==> config.mk <==
export PLATFORM = sky130hd
export DESIGN_NAME = ssh_status_top
export DESIGN_NICKNAME = d
export VERILOG_FILES = /design/src/design/ssh_pkg.sv /design/src/design/ssh_reg_if.sv /design/src/design/ssh_scpi_reg.sv /design/src/design/ssh_event_status.sv /design/src/design/ssh_status_top.sv
export SDC_FILE = /design/constraint.sdc
export NUM_CORES = 1
export LEC_CHECK = 0
export BUFFER_PORTS_ARGS = -buffer_cell sky130_fd_sc_hd__buf_2
export CAP_MARGIN = 40
export CORE_MARGIN = 2
export CORE_UTILIZATION = 30
export CTS_BUF_LIST = sky130_fd_sc_hd__clkbuf_8
export DETAILED_ROUTE_END_ITERATION = 8
export MAX_ROUTING_LAYER = met4
export PLACE_DENSITY = 0.55
export REMOVE_ABC_BUFFERS = 1
export SYNTH_ARGS = -nofsm -noshare
export SYNTH_HDL_FRONTEND = slang
export SYNTH_HIERARCHICAL = 1
export SYNTH_SLANG_ARGS = --single-unit
==> constraint.sdc <==
create_clock -name clock -period 2.1 [get_ports clock]
set_input_delay 0.21 -clock clock [delete_from_list [all_inputs] [get_ports clock]]
set_output_delay 0.21 -clock clock [all_outputs]
set_load 0.02 [all_outputs]
==> src/design/ssh_pkg.sv <==
// Constants, command codes and field layout for the status summary hierarchy
package ssh_pkg;

  localparam int DW = 16;
  localparam int SW = 8;

  // Command codes on the remote command port
  typedef enum logic [4:0] {
    SSH_RD_TOP       = 5'h00,
    SSH_RD_POLL_MASK = 5'h01,
    SSH_WR_POLL_MASK = 5'h02,
    SSH_RD_POLL_FLAG = 5'h03,
    SSH_RD_EVT_STAT  = 5'h04,
    SSH_RD_EVT_EN    = 5'h05,
    SSH_WR_EVT_EN    = 5'h06,
    SSH_RD_OPER_COND = 5'h07,
    SSH_RD_OPER_EVT  = 5'h08,
    SSH_RD_OPER_EN   = 5'h09,
    SSH_WR_OPER_EN   = 5'h0A
  } ssh_cmd_t;

  // Three structured registers, four codes each from 0x0C: cond, event, enable rd, enable wr
  localparam logic [2:0] SCPI_GROUP_BASE = 3'h3;
  localparam int SCPI_NUM = 3;
  localparam int SCPI_QUES = 0;
  localparam int SCPI_LIM1 = 1;
  localparam int SCPI_LIM2 = 2;
  typedef enum logic [1:0] {
    SSH_OP_COND   = 2'h0,
    SSH_OP_EVENT  = 2'h1,
    SSH_OP_EN_RD  = 2'h2,
    SSH_OP_EN_WR  = 2'h3
  } ssh_op_t;

  // Implemented bits per structured register; the rest read zero
  localparam logic [SCPI_NUM-1:0][DW-1:0] SCPI_VALID = {16'h0006, 16'h7FFF, 16'h0600};

  // Questionable-data field positions
  localparam int QUES_STATUS_A_BIT = 9;
  localparam int QUES_LIMIT_BIT = 10;
  // First-level limit: bit 0 summary, bits 1..14 traces 1..14
  localparam int LIM1_SUMMARY_BIT = 0;
  localparam int LIM1_TRACES = 14;
  // Second-level limit: bits 1,2 traces 15,16
  localparam int LIM2_FIRST_BIT = 1;
  localparam int TRACES = 16;

  // Event status fields
  localparam int EVS_DONE_BIT = 0;
  localparam int EVS_QUERY_BIT = 2;
  localparam int EVS_DEVICE_BIT = 3;
  localparam int EVS_EXEC_BIT = 4;
  localparam int EVS_COMMAND_BIT = 5;
  localparam int EVS_POWER_BIT = 7;
  localparam logic [SW-1:0] EVS_VALID = 8'hBD;
  localparam logic [SW-1:0] EVS_RESET = 8'h80;

  // Status byte fields
  localparam int TSB_ERRQ_BIT = 2;
  localparam int TSB_QUES_BIT = 3;
  localparam int TSB_MAV_BIT = 4;
  localparam int TSB_EVT_SUM_BIT = 5;
  localparam int TSB_MSS_BIT = 6;
  localparam int TSB_OPER_BIT = 7;

  // Error numbers queued per class, two's complement
  localparam logic [DW-1:0] ERR_DEVICE = 16'hFED4;
  localparam logic [DW-1:0] ERR_EXEC = 16'hFF38;
  localparam logic [DW-1:0] ERR_COMMAND = 16'hFF9C;

  localparam logic [SW-1:0] POLL_MASK_RESET = 8'h00;
  localparam logic [SW-1:0] EVT_EN_RESET = 8'h00;
  localparam logic [DW-1:0] EN_RESET = 16'h0000;

endpackage

==> src/design/ssh_reg_if.sv <==
// Carrier between the top and its event/enable register modules
`timescale 1ns/1ps
interface ssh_reg_if;
  logic [15:0] cond;
  logic evt_rd;
  logic en_wr;
  logic [15:0] en_data;
  logic [15:0] event_bits;
  logic [15:0] enable_bits;
  logic summary;

  modport reg_side (
    input cond,
    input evt_rd,
    input en_wr,
    input en_data,
    output event_bits,
    output enable_bits,
    output summary
  );
  modport user_side (
    output cond,
    output evt_rd,
    output en_wr,
    output en_data,
    input event_bits,
    input enable_bits,
    input summary
  );
endinterface

==> src/design/ssh_scpi_reg.sv <==
// Condition/event/enable register with positive transition latching
`timescale 1ns/1ps
module ssh_scpi_reg #(
  parameter logic [15:0] VALID = 16'hFFFF
) (
  input wire logic clock,
  input wire logic rst_b,
  ssh_reg_if.reg_side r
);
  import ssh_pkg::*;

  logic [DW-1:0] cond_last;
  logic [DW-1:0] rise;

  assign rise = r.cond & ~cond_last & VALID;

  always_ff @(posedge clock or negedge rst_b) begin
    if (!rst_b) begin
      cond_last <= EN_RESET;
    end else begin
      cond_last <= r.cond;
    end
  end

  // Rise latched even in the cycle of a destructive read
  always_ff @(posedge clock or negedge rst_b) begin
    if (!rst_b) begin
      r.event_bits <= EN_RESET;
    end else begin
      r.event_bits <= (r.evt_rd ? EN_RESET : r.event_bits) | rise;
    end
  end

  always_ff @(posedge clock or negedge rst_b) begin
    if (!rst_b) begin
      r.enable_bits <= EN_RESET;
    end else if (r.en_wr) begin
      r.enable_bits <= r.en_data & VALID;
    end
  end

  assign r.summary = |(r.event_bits & r.enable_bits);
endmodule

==> src/design/ssh_event_status.sv <==
// Event status register with its enable mask
`timescale 1ns/1ps
module ssh_event_status (
  input wire logic clock,
  input wire logic rst_b,
  ssh_reg_if.reg_side r
);
  import ssh_pkg::*;

  // Power-on bit comes up set straight out of reset
  always_ff @(posedge clock or negedge rst_b) begin
    if (!rst_b) begin
      r.event_bits <= {8'h00, EVS_RESET};
    end else begin
      r.event_bits <= (r.evt_rd ? EN_RESET : r.event_bits) |
        {8'h00, r.cond[SW-1:0] & EVS_VALID};
    end
  end

  always_ff @(posedge clock or negedge rst_b) begin
    if (!rst_b) begin
      r.enable_bits <= EN_RESET;
    end else if (r.en_wr) begin
      r.enable_bits <= {8'h00, r.en_data[SW-1:0]};
    end
  end

  assign r.summary = |(r.event_bits & r.enable_bits);
endmodule

==> src/design/ssh_status_top.sv <==
// Status summary hierarchy: status byte, poll flag, event status and limit registers
//
// Functional notes
// - Poll flag is OR of status byte AND mask
// - Poll mask read/write, poll flag readable
// - Event status read returns value then clears
// - Enabled event status rise sets event summary
// - Bit 0 on operation-complete after prior commands
// - Bit 2 on unprompted read or unfetched response
// - Device error sets bit 3, queues -300
// - Execution error sets bit 4, queues -200
// - Command error sets bit 5, queues -100
// - Bit 7 set at power up
// - Operation register present, never sets bits
// - Questionable condition and event read separately
// - Questionable bit 9 from status_a summary
// - Questionable bit 10 from first limit summary
// - First limit bit 0 summarises second limit
// - First limit bits 1-14 flag traces 1-14
// - Second limit bits 1,2 flag traces 15,16
// - Summary is OR of event AND enable
// - Status byte bit 5 is event summary
`timescale 1ns/1ps
module ssh_status_top (
  input wire logic clock,
  input wire logic rst_b,
  input wire logic cmd_valid,
  input wire logic [4:0] cmd_code,
  input wire logic [ssh_pkg::DW-1:0] cmd_data,
  input wire logic op_complete_cmd,
  input wire logic cmds_all_done,
  input wire logic query_read_empty,
  input wire logic query_unfetched,
  input wire logic dev_error,
  input wire logic exec_error,
  input wire logic cmd_error,
  input wire logic err_queue_nonempty,
  input wire logic msg_available,
  input wire logic [ssh_pkg::SW-1:0] service_request_mask,
  input wire logic status_a_summary,
  input wire logic [ssh_pkg::TRACES-1:0] trace_fail,
  output logic rsp_valid,
  output logic [ssh_pkg::DW-1:0] rsp_data,
  output logic [ssh_pkg::SW-1:0] top_status_byte,
  output logic poll_summary_flag,
  output logic err_push,
  output logic [ssh_pkg::DW-1:0] err_code
);
  import ssh_pkg::*;

  ////////////////////////////////////////////////////////////////////////////
  // Declarations

  logic [SW-1:0] poll_enable_mask;
  logic op_complete_pending;
  logic op_complete_fire;
  logic [SW-1:0] evt_set;
  logic [SW-1:0] next_top_status;
  logic next_poll_flag;
  logic [DW-1:0] next_rsp;
  logic [SCPI_NUM-1:0][DW-1:0] scpi_rd;
  logic [SCPI_NUM-1:0] scpi_hit;
  logic [SCPI_NUM-1:0] scpi_sum;
  logic [SCPI_NUM-1:0][DW-1:0] scpi_cond;
  logic [1:0] scpi_op;
  logic evt_rd_cmd;

  ssh_reg_if evs_if ();
  ssh_reg_if scpi_if [SCPI_NUM] ();

  assign scpi_op = cmd_code[1:0];
  assign evt_rd_cmd = cmd_valid && (cmd_code == SSH_RD_EVT_STAT);

  ////////////////////////////////////////////////////////////////////////////
  // Operation-complete tracking

  // Held until the command pipeline drains so the bit never runs ahead of work
  assign op_complete_fire = (op_complete_pending || op_complete_cmd) && cmds_all_done;

  always_ff @(posedge clock or negedge rst_b) begin
    if (!rst_b) begin
      op_complete_pending <= 1'b0;
    end else begin
      op_complete_pending <= (op_complete_pending || op_complete_cmd) && !cmds_all_done;
    end
  end

  ////////////////////////////////////////////////////////////////////////////
  // Event status register

  always_comb begin
    evt_set = 8'h00;
    evt_set[EVS_DONE_BIT] = op_complete_fire;
    evt_set[EVS_QUERY_BIT] = query_read_empty || query_unfetched;
    evt_set[EVS_DEVICE_BIT] = dev_error;
    evt_set[EVS_EXEC_BIT] = exec_error;
    evt_set[EVS_COMMAND_BIT] = cmd_error;
  end

  assign evs_if.cond = {8'h00, evt_set};
  assign evs_if.evt_rd = evt_rd_cmd;
  assign evs_if.en_wr = cmd_valid && (cmd_code == SSH_WR_EVT_EN);
  assign evs_if.en_data = cmd_data;

  ssh_event_status u_evs (
    .clock(clock),
    .rst_b(rst_b),
    .r(evs_if.reg_side)
  );

  ////////////////////////////////////////////////////////////////////////////
  // Error queue entries

  // One entry per cycle; if classes coincide command beats execution and execution beats device
  always_ff @(posedge clock or negedge rst_b) begin
    if (!rst_b) begin
      err_push <= 1'b0;
      err_code <= EN_RESET;
    end else begin
      err_push <= cmd_error || exec_error || dev_error;
      if (cmd_error) begin
        err_code <= ERR_COMMAND;
      end else if (exec_error) begin
        err_code <= ERR_EXEC;
      end else if (dev_error) begin
        err_code <= ERR_DEVICE;
      end
    end
  end

  ////////////////////////////////////////////////////////////////////////////
  // Questionable and limit registers

  always_comb begin
    scpi_cond = '0;
    scpi_cond[SCPI_QUES][QUES_STATUS_A_BIT] = status_a_summary;
    scpi_cond[SCPI_QUES][QUES_LIMIT_BIT] = scpi_sum[SCPI_LIM1];
    scpi_cond[SCPI_LIM1][LIM1_SUMMARY_BIT] = scpi_sum[SCPI_LIM2];
    scpi_cond[SCPI_LIM1][LIM1_TRACES:1] = trace_fail[LIM1_TRACES-1:0];
    scpi_cond[SCPI_LIM2][LIM2_FIRST_BIT+1:LIM2_FIRST_BIT] =
      trace_fail[TRACES-1:LIM1_TRACES];
  end

  generate
    for (genvar i = 0; i < SCPI_NUM; i++) begin : g_scpi
      assign scpi_hit[i] = cmd_valid && (cmd_code[4:2] == SCPI_GROUP_BASE + 3'(i));
      assign scpi_if[i].cond = scpi_cond[i];
      assign scpi_if[i].evt_rd = scpi_hit[i] && (scpi_op == SSH_OP_EVENT);
      assign scpi_if[i].en_wr = scpi_hit[i] && (scpi_op == SSH_OP_EN_WR);
      assign scpi_if[i].en_data = cmd_data;
      assign scpi_sum[i] = scpi_if[i].summary;

      always_comb begin
        case (scpi_op)
          SSH_OP_COND: scpi_rd[i] = scpi_cond[i] & SCPI_VALID[i];
          SSH_OP_EVENT: scpi_rd[i] = scpi_if[i].event_bits;
          SSH_OP_EN_RD: scpi_rd[i] = scpi_if[i].enable_bits;
          default: scpi_rd[i] = EN_RESET;
        endcase
      end

      ssh_scpi_reg #(
        .VALID(SCPI_VALID[i])
      ) u_reg (
        .clock(clock),
        .rst_b(rst_b),
        .r(scpi_if[i].reg_side)
      );
    end
  endgenerate

  ////////////////////////////////////////////////////////////////////////////
  // Status byte and poll flag

  always_comb begin
    next_top_status = 8'h00;
    next_top_status[TSB_ERRQ_BIT] = err_queue_nonempty;
    next_top_status[TSB_QUES_BIT] = scpi_sum[SCPI_QUES];
    next_top_status[TSB_MAV_BIT] = msg_available;
    next_top_status[TSB_EVT_SUM_BIT] = evs_if.summary;
    // Operation register is never set, so its summary stays low
    next_top_status[TSB_OPER_BIT] = 1'b0;
    // Mask bit 6 ignored here; it would feed back on itself
    next_top_status[TSB_MSS_BIT] =
      |(next_top_status & service_request_mask & ~(8'h01 << TSB_MSS_BIT));
  end

  // Unlike the service request, bit 6 takes part here
  assign next_poll_flag = |(next_top_status & poll_enable_mask);

  always_ff @(posedge clock or negedge rst_b) begin
    if (!rst_b) begin
      top_status_byte <= 8'h00;
      poll_summary_flag <= 1'b0;
    end else begin
      top_status_byte <= next_top_status;
      poll_summary_flag <= next_poll_flag;
    end
  end

  always_ff @(posedge clock or negedge rst_b) begin
    if (!rst_b) begin
      poll_enable_mask <= POLL_MASK_RESET;
    end else if (cmd_valid && (cmd_code == SSH_WR_POLL_MASK)) begin
      poll_enable_mask <= cmd_data[SW-1:0];
    end
  end

  ////////////////////////////////////////////////////////////////////////////
  // Command answers

  always_comb begin
    next_rsp = EN_RESET;
    case (cmd_code)
      SSH_RD_TOP: next_rsp = {8'h00, next_top_status};
      SSH_RD_POLL_MASK: next_rsp = {8'h00, poll_enable_mask};
      SSH_RD_POLL_FLAG: next_rsp = {15'h0000, next_poll_flag};
      SSH_RD_EVT_STAT: next_rsp = evs_if.event_bits;
      SSH_RD_EVT_EN: next_rsp = evs_if.enable_bits;
      // Operation register answers all zeros and keeps no enable
      SSH_RD_OPER_COND: next_rsp = EN_RESET;
      SSH_RD_OPER_EVT: next_rsp = EN_RESET;
      SSH_RD_OPER_EN: next_rsp = EN_RESET;
      default: begin
        for (int k = 0; k < SCPI_NUM; k++) begin
          if (scpi_hit[k]) begin
            next_rsp = scpi_rd[k];
          end
        end
      end
    endcase
  end

  always_ff @(posedge clock or negedge rst_b) begin
    if (!rst_b) begin
      rsp_valid <= 1'b0;
      rsp_data <= EN_RESET;
    end else begin
      rsp_valid <= cmd_valid;
      rsp_data <= cmd_valid ? next_rsp : EN_RESET;
    end
  end
endmodule

==> results.tsv <==
stage	metric	value	unit
run_status	outcome	complete, no violations	
yosys	Ys Warns	6	
pwr	Clk pwr share	29.7	%
yosys	post-synthesis sequential area ratio	45.82	%
clocking	Max Root-Sink Buffers	2	
die	Die W	144.9	microns
setup_path	cell at the slowest stage of the critical path	dfrtp_1	
die	core area	19460	sq um
drt	Via Count	4280	
pwr	Peak VDD IR	0.2523	mV
global_routing	largest net degree at the start of global routing	35	
sta	final worst slack	182.4	ps
yosys	cell area after synthesis	5956	sq um
drt	drt initial violations	342	
clocking	clock root cell	clkbuf_8	
drt	First-pass DRT Iterations	5	
clocking	CTS Sinks	109	
placement	GP Congestion	0.8197	
die	initial core utilization	30.60	%
pwr	P_int	0.003469	W
setup_path	Critical Path Fanout Max	4	
yosys	Post-Syn Instances	566	
sta	fin crit share	91.31	%
setup_path	critical path class	reg2reg	
drt	drt total wl	15320	microns
setup_path	CP cell instances	a22oi_1 > nand3_1 > a22oi_1 > nand2_1 > a21oi_1 > o311a_1 > a211oi_1	
drt	DR vias/cell	4.520	
placement	IO Port Bufs	90	
finish	commonest non-fill, non-tap cell in the layout	dfrtp_1	
clocking	total CTS buffers	9	
clocking	number of gates resized after cts	0	
clocking	Worst-Skew Late Latency	390	ps
global_routing	first-pass GRT wire length	24580	microns
sta	slew margin rel.	59.70	%
yosys	synthesized flop and latch total	109	
global_routing	total track usage	15.43	%
placement	Placement Setup Slack	142.7	ps
setup_path	critical path arrival	2180	ps
yosys	Post-synth EDFFs	0	
clocking	CTS tree	built	
finish	Final Instance Area	6904	sq um
setup_path	crit path buf inv count	0	
clocking	post-CTS setup buffer count	0	
yosys	main flop type after synthesis	dfrtp_1	
sta	clock skew	8.790	ps
sta	Slew Viols, Final	0	
sta	maximum clock rate	0.5215	GHz
placement	Placed Instance Area	6459	sq um
sta	fin crit period	1918	ps
sta	RSZ-0062 raised after global routing	false	
sta	final setup vio count	0	
finish	area grow syn2layout	15.92	%
sta	worst-margin pin slew	603.9	ps
global_routing	vias in the first global route	4348	
finish	final net count	735	
setup_path	CP Launch Type	flop	
clocking	Clock transition at path regs	100	ps
setup_path	max incr delay on CP	420	ps
die	die area	21000	sq um
placement	Post-DP HPWL	11230	microns
pwr	sequential power share	50.9	%
yosys	syn_area_per_cell	10.52	sq um
setup_path	most frequent CP cell	a22oi_1	
setup_path	Worst Path Required	2360	ps
pwr	Pleak	3.304	nW
pwr	PwrDens	705.0	nW/um^2
finish	layout cell share with drive strength beyond 1	26.98	%
yosys	ys async rst share	100.0	%
flow_run	max-cap violations	0	
yosys	synth unique cells	50	
global_routing	grt ovf	0	
pwr	Comb power frac	19.4	%
die	row cnt	51	
setup_path	Setup crit end kind	flop	
pwr	Switch Pwr	0.001398	W
pwr	Sw Share	28.72	%
drt	DRT antenna net count	0	
global_routing	initial antenna violation count	0	
die	I/O pin cnt	101	
clocking	H-tree depth	3	
finish	n_diodes	0	
setup_path	top cell family by delay on the critical path	compound AO/OA/AOI/OAI gates	
die	die height	144.9	microns
worst_hold_path	class of the worst hold path	in2reg	
drt	post-DR wirelength/cell	16.18	microns
sta	endpoints failing hold	0	
sta	Setup TNS	0	ps
finish	most frequent cells in the layout	dfrtp_1, buf_2, conb_1, inv_1, buf_4	
drt	drt drc	0	
[kinds of logic (layout without fill, tap and decap cells)]
kind of cell | after synthesis | in the layout | share of synthesized area, %
AO/OA/AOI/OAI | 159 | 159 | 18.87
buffers and inverters | 164 | 203 | 17.08
other | 5 | 82 | 0.3152
multiplexers | 53 | 53 | 10.78
flip-flops | 109 | 109 | 45.82
AND/OR/NAND/NOR | 76 | 76 | 7.143
[final timing paths]
kind / slack, ps / from / depth (start not counted) / endpoint
worst max-delay path: 180 / u_evs/r.enable_bits[0] / 7 / rsp_data[0]
worst min-delay path: 40 / exec_error / 2 / err_code[7]
worst max register to register: 180 / u_evs/r.enable_bits[0] / 7 / rsp_data[0]
worst min register to register: 420 / g_scpi[1].u_reg/cond_last[5] / 1 / g_scpi[1].u_reg/r.event_bits[5]
max in group asynchronous: 1200 / rst_b / 3 / g_scpi[1].u_reg/r.event_bits[10]
min in group asynchronous: 250 / rst_b / 2 / op_complete_pending
[worst reg2reg max path: stages, from the launching register on]
cell and delay (ps):
dfrtp_1 420, a22oi_1 230, nand3_1 210, a22oi_1 210, nand2_1 130, a21oi_1 300, o311a_1 250, a211oi_1 50
[synthesized netlist by cell type, types with 7 or more instances]
master | count | share of area, %
dfrtp_1 | 108 | 45
o22ai_1 | 23 | 2.4
mux2_4 | 18 | 4.5
a221oi_1 | 11 | 1.6
a22oi_1 | 26 | 3.3
a211oi_1 | 7 | 0.88
a21oi_1 | 20 | 1.7
inv_1 | 43 | 2.7
buf_2 | 18 | 1.5
a21o_1 | 7 | 0.88
nand2_1 | 18 | 1.1
o21ai_0 | 15 | 1.3
mux2i_1 | 18 | 3.0
mux2_2 | 17 | 3.2
a222oi_1 | 11 | 1.8
nor2_1 | 20 | 1.3
buf_4 | 95 | 12
o21ai_1 | 9 | 0.76
[per-stage QoR]
stage / hold WS [ps] / utilization, % / instances / total power [W]
final: 41.06 / 35.47 / 947 / 0.004867
after CTS: 24.75 / 35.47 / 947 / 0.004924
after floorplan: -85.59 / - / 524 / 0.003006
after global placement: 136.5 / 33.15 / 908 / 0.003417
after detailed placement: 138.6 / 33.19 / 909 / 0.003432
after global routing: 31.06 / 35.47 / 947 / 0.005135
[cell type report]
cell class | count | area (sq um)
Clock buffer | 10 | 137.6
Clock inverter | 6 | 87.58
Fill cell | 2000 | 12560
Inverter | 45 | 168.9
Multi-Input combinational cell | 370 | 2501
Sequential cell | 109 | 2729
Tap cell | 265 | 331.6
Timing Repair Buffer | 142 | 948.4
[power groups by stage]
stage / sequential (W) / clock (W) / combinational, W
6_report: 0.00248 / 0.00145 / 0.000942
5_1_grt: 0.00251 / 0.00159 / 0.00104
4_1_cts: 0.00247 / 0.00150 / 0.000951
3_5_place_dp: 0.00251 / 0 / 0.000919
3_3_place_gp: 0.00251 / 0 / 0.000904
2_1_floorplan: 0.00253 / 0 / 0.000480
[layer usage]
layer | share of wire, % | track usage (%)
met5 | 0 | -
met1 | 47 | 20.57
met2 | 47 | 24.40
met3 | 3.9 | 2.704
met4 | 1.4 | 4.010
[flip-flops by register name, summed over array words and instances, names as in the netlist]
signal	cells
err_code	5
err_push	1
g_scpi.u_reg/cond_last	19
g_scpi.u_reg/r.enable_bits	19
g_scpi.u_reg/r.event_bits	19
op_complete_pending	1
poll_enable_mask	8
poll_summary_flag	1
rsp_data	16
rsp_valid	1
top_status_byte	5
u_evs/r.enable_bits	8
u_evs/r.event_bits	6
[timing repair]
action	4_1_cts	5_1_grt
hold endpoints to repair	41	0
endpoints found under the setup margin	0	1
hold buffers	22	0
(Power assumes the default switching activity.)
